<file path="src/logic/sfdp_map.svh">
// sfdp_map: named offsets, field positions and fixed values of the basic table
// assumes: included by bare name from every design file that needs a figure
`ifndef SFDP_MAP_SVH
`define SFDP_MAP_SVH
// pin positions inside the synchroniser vector
`define PIN_MSB 2
`define PIN_CS 2
`define PIN_SCLK 1
`define PIN_SI 0
`define SYNC_RESET 3'h6
// command framing
`define OP_READ_PARAMS 8'h5A
`define BYTE_BIT_LAST 5'h07
`define ADDR_BIT_LAST 5'h17
`define CNT_ZERO 5'h00
`define CNT_STEP 5'h01
`define ADDR_MSB 23
`define ADDR_ZERO 24'h00_0000
`define ADDR_STEP 24'h00_0001
`define BYTE_MSB 7
`define BYTE_ZERO 8'h00
`define BLANK_BYTE 8'hFF
`define SO_IDLE 1'h1
// table placement, one word per register, bytes least significant first
`define LANE_BITS 2
`define LANE0 2'h0
`define LANE1 2'h1
`define LANE2 2'h2
`define LANE3 2'h3
`define PARAM_TABLE_POINTER 24'h00_0030
`define REG_DENSITY 24'h00_0034
`define REG_QUAD 24'h00_0038
`define REG_DUAL 24'h00_003C
`define REG_FULL 24'h00_0040
`define REG_ALL_DUAL 24'h00_0044
`define REG_ALL_QUAD 24'h00_0048
`define REG_SECT12 24'h00_004C
`define REG_SECT34 24'h00_0050
// field positions inside a byte
`define ERASE_F 1:0
`define GRAN_F 2
`define WREN_F 4:3
`define UNUSED_F 7:5
`define ADDR_MODE_F 2:1
`define DTR_F 3
`define WAIT_F 4:0
`define MODE_F 7:5
// field values
`define ERASE_SIZE_4K 2'h1
`define WRITE_GRAN_64 1'h1
`define VOL_WREN_REQ 1'h0
`define VOL_WREN_OPSEL 1'h0
`define UNUSED3 3'h7
`define UNUSED1 1'h1
`define OP_ERASE_4K 8'h20
`define SUP_112 1'h1
`define ADDR_MODE_3B 2'h0
`define SUP_DTR 1'h0
`define SUP_122 1'h1
`define SUP_144 1'h1
`define SUP_114 1'h1
`define DENSITY 32'h00FF_FFFF
`define WAIT_144 5'h04
`define MODE_144 3'h2
`define OP_144 8'hEB
`define WAIT_114 5'h08
`define MODE_114 3'h0
`define OP_114 8'h6B
`define WAIT_112 5'h08
`define MODE_112 3'h0
`define OP_112 8'h3B
`define WAIT_122 5'h02
`define MODE_122 3'h2
`define OP_122 8'hBB
`define SUP_222 1'h0
`define SUP_444 1'h0
`define WAIT_NONE 5'h00
`define MODE_NONE 3'h0
`define OP_NONE 8'hFF
`define SECT1_SIZE 8'h0C
`define SECT1_OP 8'h20
`define SECT2_SIZE 8'h0F
`define SECT2_OP 8'h52
`define SECT3_SIZE 8'h10
`define SECT3_OP 8'hD8
`define SECT4_SIZE 8'h00
`define SECT4_OP 8'hFF
`endif

</file>
<file path="src/logic/sfdp_pkg.sv">
// sfdp_pkg: types shared by the table read port and its table
// assumes: sfdp_map.svh is on the include path
`include "sfdp_map.svh"
package sfdp_pkg;
  typedef logic [`ADDR_MSB:0] byte_addr_t;
  typedef logic [`BYTE_MSB:0] table_byte_t;
  typedef enum logic [2:0] {
    st_idle = 3'h0,
    st_cmd = 3'h1,
    st_addr = 3'h3,
    st_dummy = 3'h2,
    st_data = 3'h6,
    st_ignore = 3'h7
  } link_state_t;
  function automatic byte_addr_t table_byte_addr(input byte_addr_t base, input logic [1:0] lane);
    table_byte_addr = {base[`ADDR_MSB:`LANE_BITS], lane};
  endfunction : table_byte_addr
endpackage : sfdp_pkg

</file>
<file path="src/logic/table_rd_if.sv">
// table_rd_if: byte address out to the table, byte back
// assumes: the table answers combinationally in the same cycle
`timescale 1ns/1ps
interface table_rd_if;
  import sfdp_pkg::*;
  byte_addr_t addr;
  table_byte_t data;
  modport reader (output addr, input data);
  modport rom (input addr, output data);
endinterface : table_rd_if

</file>
<file path="src/logic/sfdp_basic_table.sv">
// sfdp_basic_table: serial read command front end for the basic parameter table
// assumes: host drives cs_n, sclk and si asynchronously, sclk slower than clk / 8,
// cs_n low at least four clk periods before the first sclk edge; spi mode 0 or 3
// Notes on behaviour
// RQ1 - parameter read opcode 5AH returns table bytes at the command's address
// RQ2 - the basic table begins at address 30H, the header's pointer value
// RQ3 - byte 30H bits 1:0 read 01b, 4 KB erase supported
// RQ4 - byte 30H bit 2 reads 1, write granularity 64 bytes or larger
// RQ5 - byte 30H bits 3 and 4 read 0, nonvolatile status register
// RQ6 - byte 30H bits 7:5 read 111b always
// RQ7 - first word bits 18:17 read 00b, three-byte addressing only
// RQ8 - first word bit 19 reads 0, no double transfer rate
// RQ9 - quad io read: 38H wait 00100b, mode 010b; 39H opcode EBH
// RQ10 - quad output read: wait 01000b, mode 000b; 3BH opcode 6BH
// RQ11 - dual output read: 3CH wait 01000b, mode 000b; 3DH opcode 3BH
// RQ12 - dual io read: wait 00010b, mode 010b; 3FH opcode BBH
// RQ13 - all-dual and all-quad reads unsupported: zero fields, opcodes FFH
// RQ14 - sector size is two to the N; zero means absent, type 4
// RQ15 - sector type 1: size 0CH at 4CH, opcode 20H at 4DH
// RQ16 - sector type 2: size 0FH at 4EH, opcode 52H at 4FH
// RQ17 - sector type 3: size 10H at 50H, opcode D8H at 51H
// RQ18 - bytes 41H to 45H, 48H and 49H read all ones
// RQ19 - each byte at its own address, words least significant byte first
`timescale 1ns/1ps
`include "sfdp_map.svh"
module sfdp_basic_table
  import sfdp_pkg::*;
(
  // clock and reset
  input wire logic clk,
  input wire logic rst_n,
  // serial flash pins
  input wire logic cs_n,
  input wire logic sclk,
  input wire logic si,
  output logic so,
  output logic so_oe_n
);
  logic [`PIN_MSB:0] pin_level;
  logic [`PIN_MSB:0] pin_rise;
  logic [`PIN_MSB:0] pin_fall;
  logic frame;
  logic si_bit;
  logic sclk_rise;
  logic sclk_fall;
  logic shifting;
  logic byte_fall;
  link_state_t state;
  logic [4:0] bit_cnt;
  table_byte_t cmd_shift;
  table_byte_t incoming_op;
  byte_addr_t addr;
  table_byte_t so_shift;
  table_byte_t next_out_byte;

  table_rd_if rd ();

  sfdp_pin_sync u_sync (
    .clk(clk),
    .rst_n(rst_n),
    .raw({cs_n, sclk, si}),
    .level(pin_level),
    .rise(pin_rise),
    .fall(pin_fall)
  );

  sfdp_table_rom u_rom (
    .rd(rd)
  );

  // edges count only inside a frame; a stray edge after cs_n rises is dropped
  assign frame = ~pin_level[`PIN_CS];
  assign si_bit = pin_level[`PIN_SI];
  assign sclk_rise = pin_rise[`PIN_SCLK] & frame;
  assign sclk_fall = pin_fall[`PIN_SCLK] & frame;
  assign shifting = (state == st_cmd) || (state == st_addr) || (state == st_dummy);
  assign byte_fall = sclk_fall && (state == st_data);
  assign incoming_op = {cmd_shift[`BYTE_MSB-1:0], si_bit};
  assign rd.addr = addr;

  function automatic logic phase_end(input link_state_t s, input logic [4:0] cnt);
    case (s)
      st_cmd: phase_end = (cnt == `BYTE_BIT_LAST);
      st_dummy: phase_end = (cnt == `BYTE_BIT_LAST);
      st_addr: phase_end = (cnt == `ADDR_BIT_LAST);
      default: phase_end = 1'b0;
    endcase
  endfunction : phase_end

  // command framing; any other opcode parks the frame until cs_n rises
  always_ff @(posedge clk) begin
    if (!rst_n) begin
      state <= st_idle;
    end else if (!frame) begin
      state <= st_idle;
    end else begin
      case (state)
        st_idle: begin
          state <= st_cmd;
        end
        st_cmd: begin
          if (sclk_rise && phase_end(state, bit_cnt)) begin
            state <= (incoming_op == `OP_READ_PARAMS) ? st_addr : st_ignore; // see RQ1
          end
        end
        st_addr: begin
          if (sclk_rise && phase_end(state, bit_cnt)) begin
            state <= st_dummy;
          end
        end
        st_dummy: begin
          if (sclk_rise && phase_end(state, bit_cnt)) begin
            state <= st_data;
          end
        end
        st_data: begin
          state <= st_data;
        end
        st_ignore: begin
          state <= st_ignore;
        end
        default: begin
          state <= st_idle;
        end
      endcase
    end
  end

  // one counter serves every phase: rising edges in, falling edges out
  always_ff @(posedge clk) begin
    if (!rst_n) begin
      bit_cnt <= `CNT_ZERO;
    end else if (!frame || state == st_idle) begin
      bit_cnt <= `CNT_ZERO;
    end else if (sclk_rise && shifting) begin
      bit_cnt <= phase_end(state, bit_cnt) ? `CNT_ZERO : bit_cnt + `CNT_STEP;
    end else if (byte_fall) begin
      bit_cnt <= (bit_cnt == `BYTE_BIT_LAST) ? `CNT_ZERO : bit_cnt + `CNT_STEP;
    end
  end

  always_ff @(posedge clk) begin
    if (!rst_n) begin
      cmd_shift <= `BYTE_ZERO;
    end else if (!frame) begin
      cmd_shift <= `BYTE_ZERO;
    end else if (sclk_rise && state == st_cmd) begin
      cmd_shift <= incoming_op;
    end
  end

  // address is msb first; it wraps at the top of the 24-bit space
  always_ff @(posedge clk) begin
    if (!rst_n) begin
      addr <= `ADDR_ZERO;
    end else if (sclk_rise && state == st_addr) begin
      addr <= {addr[`ADDR_MSB-1:0], si_bit};
    end else if (byte_fall && bit_cnt == `BYTE_BIT_LAST) begin
      addr <= addr + `ADDR_STEP; // see RQ19
    end
  end

  // a fresh byte is fetched on the first falling edge of each byte
  assign next_out_byte = (bit_cnt == `CNT_ZERO) ? rd.data : so_shift;

  always_ff @(posedge clk) begin
    if (!rst_n) begin
      so <= `SO_IDLE;
      so_shift <= `BLANK_BYTE;
    end else if (byte_fall) begin
      so <= next_out_byte[`BYTE_MSB]; // see RQ1
      so_shift <= next_out_byte << 1; // see RQ19
    end
  end

  // so is released as soon as the frame ends so two devices never fight
  always_ff @(posedge clk) begin
    if (!rst_n) begin
      so_oe_n <= 1'b1;
    end else if (!frame) begin
      so_oe_n <= 1'b1;
    end else if (byte_fall) begin
      so_oe_n <= 1'b0;
    end
  end
endmodule : sfdp_basic_table

</file>
<file path="src/logic/sfdp_pin_sync.sv">
// sfdp_pin_sync: two-flop synchronisers for the serial pins plus edge pulses
// assumes: pins are asynchronous to clk and far slower than it
`timescale 1ns/1ps
`include "sfdp_map.svh"
module sfdp_pin_sync (
  // clock and reset
  input wire logic clk,
  input wire logic rst_n,
  // raw pins and their synchronised views
  input wire logic [`PIN_MSB:0] raw,
  output logic [`PIN_MSB:0] level,
  output logic [`PIN_MSB:0] rise,
  output logic [`PIN_MSB:0] fall
);
  localparam logic [`PIN_MSB:0] reset_value = `SYNC_RESET;
  logic [`PIN_MSB:0] meta;
  logic [`PIN_MSB:0] stable;
  logic [`PIN_MSB:0] last;
  // meta feeds only stable; edges compare stable with last
  for (genvar i = 0; i <= `PIN_MSB; i++) begin : g_pin
    always_ff @(posedge clk) begin
      if (!rst_n) begin
        meta[i] <= reset_value[i];
        stable[i] <= reset_value[i];
        last[i] <= reset_value[i];
      end else begin
        meta[i] <= raw[i];
        stable[i] <= meta[i];
        last[i] <= stable[i];
      end
    end
    assign level[i] = stable[i];
    assign rise[i] = stable[i] & ~last[i];
    assign fall[i] = ~stable[i] & last[i];
  end
endmodule : sfdp_pin_sync

</file>
<file path="src/logic/sfdp_table_rom.sv">
// sfdp_table_rom: the basic parameter words, one byte per address
// assumes: any address outside the table reads as all ones
`timescale 1ns/1ps
`include "sfdp_map.svh"
module sfdp_table_rom
  import sfdp_pkg::*;
(
  // byte read port
  table_rd_if.rom rd
);
  function automatic logic [31:0] dword_at(input byte_addr_t a);
    case (table_byte_addr(a, `LANE0))
      `PARAM_TABLE_POINTER: dword_at = {{8{1'b1}}, // see RQ2
        {`UNUSED1, `SUP_114, `SUP_144, `SUP_122, `SUP_DTR, `ADDR_MODE_3B, `SUP_112}, // see RQ7 RQ8
        `OP_ERASE_4K,
        {`UNUSED3, `VOL_WREN_OPSEL, `VOL_WREN_REQ, // see RQ5 RQ6
        `WRITE_GRAN_64, `ERASE_SIZE_4K}}; // see RQ3 RQ4
      `REG_DENSITY: dword_at = `DENSITY;
      `REG_QUAD: dword_at = {`OP_114, `MODE_114, `WAIT_114, // see RQ10
        `OP_144, `MODE_144, `WAIT_144}; // see RQ9
      `REG_DUAL: dword_at = {`OP_122, `MODE_122, `WAIT_122, // see RQ12
        `OP_112, `MODE_112, `WAIT_112}; // see RQ11
      `REG_FULL: dword_at = {{24{1'b1}}, `UNUSED3, `SUP_444, `UNUSED3, `SUP_222}; // see RQ13 RQ18
      `REG_ALL_DUAL: dword_at = {`OP_NONE, `MODE_NONE, `WAIT_NONE, {16{1'b1}}}; // see RQ13 RQ18
      `REG_ALL_QUAD: dword_at = {`OP_NONE, `MODE_NONE, `WAIT_NONE, {16{1'b1}}}; // see RQ13 RQ18
      `REG_SECT12: dword_at = {`SECT2_OP, `SECT2_SIZE, `SECT1_OP, `SECT1_SIZE}; // see RQ15 RQ16
      `REG_SECT34: dword_at = {`SECT4_OP, `SECT4_SIZE, `SECT3_OP, `SECT3_SIZE}; // see RQ14 RQ17
      default: dword_at = {4{`BLANK_BYTE}};
    endcase
  endfunction : dword_at
  function automatic table_byte_t byte_of(input logic [31:0] w, input logic [1:0] lane);
    case (lane)
      `LANE0: byte_of = w[7:0];
      `LANE1: byte_of = w[15:8];
      `LANE2: byte_of = w[23:16];
      default: byte_of = w[31:24];
    endcase
  endfunction : byte_of
  // least significant byte of each word at the lowest address
  assign rd.data = byte_of(dword_at(rd.addr), rd.addr[`LANE_BITS-1:0]); // see RQ19
endmodule : sfdp_table_rom

</file>
<file path="config.mk">
export PLATFORM = sky130hd
export DESIGN_NAME = sfdp_basic_table
export DESIGN_NICKNAME = d
export VERILOG_FILES = /design/src/logic/sfdp_pkg.sv /design/src/logic/table_rd_if.sv /design/src/logic/sfdp_basic_table.sv /design/src/logic/sfdp_pin_sync.sv /design/src/logic/sfdp_table_rom.sv
export VERILOG_INCLUDE_DIRS = /design/src /design/src/logic
export SDC_FILE = /design/constraint.sdc
export NUM_CORES = 1
export LEC_CHECK = 0
export ABC_CLOCK_PERIOD_IN_PS = 3650
export BUFFER_PORTS_ARGS = -buffer_cell sky130_fd_sc_hd__buf_2
export CAP_MARGIN = 15
export CORE_MARGIN = 10
export CORE_UTILIZATION = 45
export CTS_CLUSTER_SIZE = 8
export DETAILED_ROUTE_END_ITERATION = 7
export GPL_TIMING_DRIVEN = 1
export PLACE_DENSITY_LB_ADDON = 0.2
export SYNTH_ARGS = -nofsm -noshare
export SYNTH_HDL_FRONTEND = slang
export SYNTH_SLANG_ARGS = --single-unit
export TNS_END_PERCENT = 10
</file>
<file path="constraint.sdc">
create_clock -name clk -period 3.65 [get_ports clk]
set_input_delay 0.5475 -clock clk [delete_from_list [all_inputs] [get_ports clk]]
set_output_delay 0.5475 -clock clk [all_outputs]
set_load 0.01 [all_outputs]
</file>
==> results.toml <==
[synthesis]
yosysWarnings = 0
synth_top_cell_area_share_pct = 32.98
ys_ff_latch = 56
synthAdderAreaFrac_pct = 2.208
synth_flop_cell = "dfxtp_1"
seq_area_frac_synth_pct = 32.98
yosysMostFrequentCell = "dfxtp_1"
synthSimpleGateAreaFrac_pct = 31.06
synthMuxAreaShare_pct = 3.349
synth_xor_area_share_pct = 1.288
synthCells = 441
synth-edff-count = 0
avgSynthCellArea_um2 = 7.709
yosysUniqueCellTypes = 72
synth_nets = 452
syn_area_um2 = 3400
async_flop_share_pct = 0
synthTopCellsByArea = "dfxtp_1 (33%), a21oi_1 (5.2%), nor2_1 (5.0%)"
synth-compound-area-share_pct = 24.07
synthTopCellsByCount = "dfxtp_1 (56), nor2_1 (45), nand2_1 (43)"
yosys.area.top_type = "dfxtp_1"
synth_top_family_by_area = "simple AND/OR/NAND/NOR gates"

[placed_design]
dpl.cell_count = 522
port_buffers = 6
gp_routability_congestion = 1.003
hpwl_um = 5917

[clock_tree]
htree_levels = 2
clockRootBuffer = "clkbuf_8"
cts_tree = "done"
postCtsSetupBuffers = 0
clock_path_buffers = 2
clock_latency_ns = 0.31
cts_made_buffers = 5
clkSinkCount = 56
clkTransAtPathRegs_ns = 0.10
cts_resized = 0
ctsHoldBuffers = 0

[timing]
tns_ns = 0
setup_viol = 0
maxSlewViolCount = 0
clock_skew_ns = 0.005403
period_share_pct = 66.48
rsz0062_at_grt = "false"
relSlewSlack_pct = 53.78
max_freq_mhz = 412.1
period_needed_ns = 2.427
hold_violations = 0
tightest_slew_ns = 0.6907

[die]
num_rows = 31
die_w_um = 106.9
start_util_pct = 46.62
ios = 7
dieArea_um2 = 11430
core_area_um2 = 7292
die_h_um = 106.9

[drt]
wl_per_cell_um = 15.86
drc = 0
viasPerCell = 6.064
via_count = 3214
first_pass_iters = 5
ant_nets = 0
drt-initial-drc-count = 211
detail_route.wirelength_um = 8408

[outcome]
outcome = "completed"

[pwr]
ir_worst_vdd_uv = 149.0
leakage_nw = 1.063
p_per_area_nw_per_um2 = 277.1

[cells_and_area]
instances_no_fill = 530
antennaDiodeCount = 0
num-nets-final = 441
area_growth_pct = 4.343
drive_gt1_share_pct = 8.353

[worst_setup_path]
r2r-start = "bit_cnt[0]"
start_kind = "register"
worstPathArrival_ns = 2.68
timing.rr.end = "addr[9]"
reg2reg_depth = 7
path_max_fanout = 17
r2r_slack_ns = 1.22
worstSetupPathType = "reg -> reg"
endpoint_kind = "register"
worstPathRequired_ns = 3.90

[grt]
grt_max_degree = 28
grt_pass1_vias = 2960
overflow = 0
grt_first_pass_wirelength_um = 14350
antenna_found_initial = 0
track_usage_pct = 14.67

[min_path]
worstHoldStart = "sclk"
holdPathStages = 2
holdPathEnd = "u_sync.meta[1]"
holdCritPathClass = "in -> reg"

[run]
maxCapViolations = 0
## registers in the layout (all words and copies together) (netlist names)
register      cells
addr             24
so_shift          8
cmd_shift         7
bit_cnt           5
state             3
u_sync.level      3
u_sync.meta       3
so                1
so_oe_n           1
u_sync.last       1
## how the worst max path moves through the flow
stage                from          end  slack (ns)  cells after the start
6_report       bit_cnt[0]      addr[9]        1.22                      7
5_1_grt        bit_cnt[0]      addr[9]        1.01                      7
4_1_cts        bit_cnt[0]      addr[9]        1.25                      7
3_5_place_dp   bit_cnt[0]      addr[9]        1.28                      7
3_3_place_gp   bit_cnt[0]  so_shift[3]        1.31                      7
2_1_floorplan     addr[0]     addr[22]        1.69                      8
## stage by stage
stage	cell area, um2	total power, W	hold WS, ns	worst slack [ns]	utilization, %
final	3547	0.0009829	0.4128	1.223	48.64
after global routing	3547	0.001023	0.3916	1.006	48.64
after detailed placement	3457	0.0006497	0.4005	1.279	47.41
after global placement	3457	0.0006497	0.4036	1.314	47.41
after floorplan	3400	0.0006428	0.3863	1.692	-
after CTS	3547	0.0009968	0.4009	1.245	48.64
## kinds of logic after synthesis
family | Yosys count
muxes | 11
adders and majority gates | 6
buffers and inverters | 40
DFF | 56
AOI/OAI and AO/OA | 128
and+or+nand+nor | 195
xor gates and xnor gates | 5
## layer usage
layer	part of all wire [%]	track usage (%)	vias up
met2	46	22.83	92
met4	2.3	5.126	0
li1	-	-	1599
met1	48	20.10	1507
met3	3.9	2.216	16
met5	0	0	-
## power breakdown
group	switching, W	internal, W
registers	0.00000225	0.000614
clock network	0.000211	0.000137
logic	0.0000131	0.00000592
total	0.000226	0.000757
## layout make-up
cell class | count | area [um2]
Multi-Input combinational cell | 345 | 2107
Inverter | 12 | 45.04
Clock buffer | 5 | 68.82
Tap cell | 99 | 123.9
Timing Repair Buffer | 10 | 60.06
Clock inverter | 3 | 21.27
Sequential cell | 56 | 1121
Fill cell | 730 | 3745
## worst max-delay path, cell delays in order (launching register included)
cell      delay, ns
dfxtp_1        0.40
ha_1           0.23
and4bb_2       0.32
nand4_2        0.41
nor3_2         0.40
nand4_1        0.14
mux2_1         0.34
a21oi_1        0.13
## placed cells by master, fill, tap and decap left out, types with 3 or more instances in the layout
cell type  Yosys  layout
a211oi_1       5       5
a21o_1         3       3
a21oi_1       35      35
a221oi_1       3       3
a22oi_1        4       4
a31oi_1        8       8
and2_1         6       6
and3_1         9       9
and4_1         5       5
buf_2          8       6
buf_4          1       4
clkbuf_8       0       5
dfxtp_1       56      56
ha_1           6       6
inv_1         11      11
mux2i_1        8       8
nand2_1       43      43
nand2b_1      11      11
nand3_1       20      20
nand4_1       10      10
nor2_1        45      45
nor3_1        15      15
nor3b_1        4       4
o211ai_1       6       6
o21a_1         3       3
o21ai_0       30      30
o21ai_1        4       4
o221ai_1       3       3
o22ai_1        3       3
xor2_1         3       3
No activity file was read; power rests on OpenSTA's default activity.
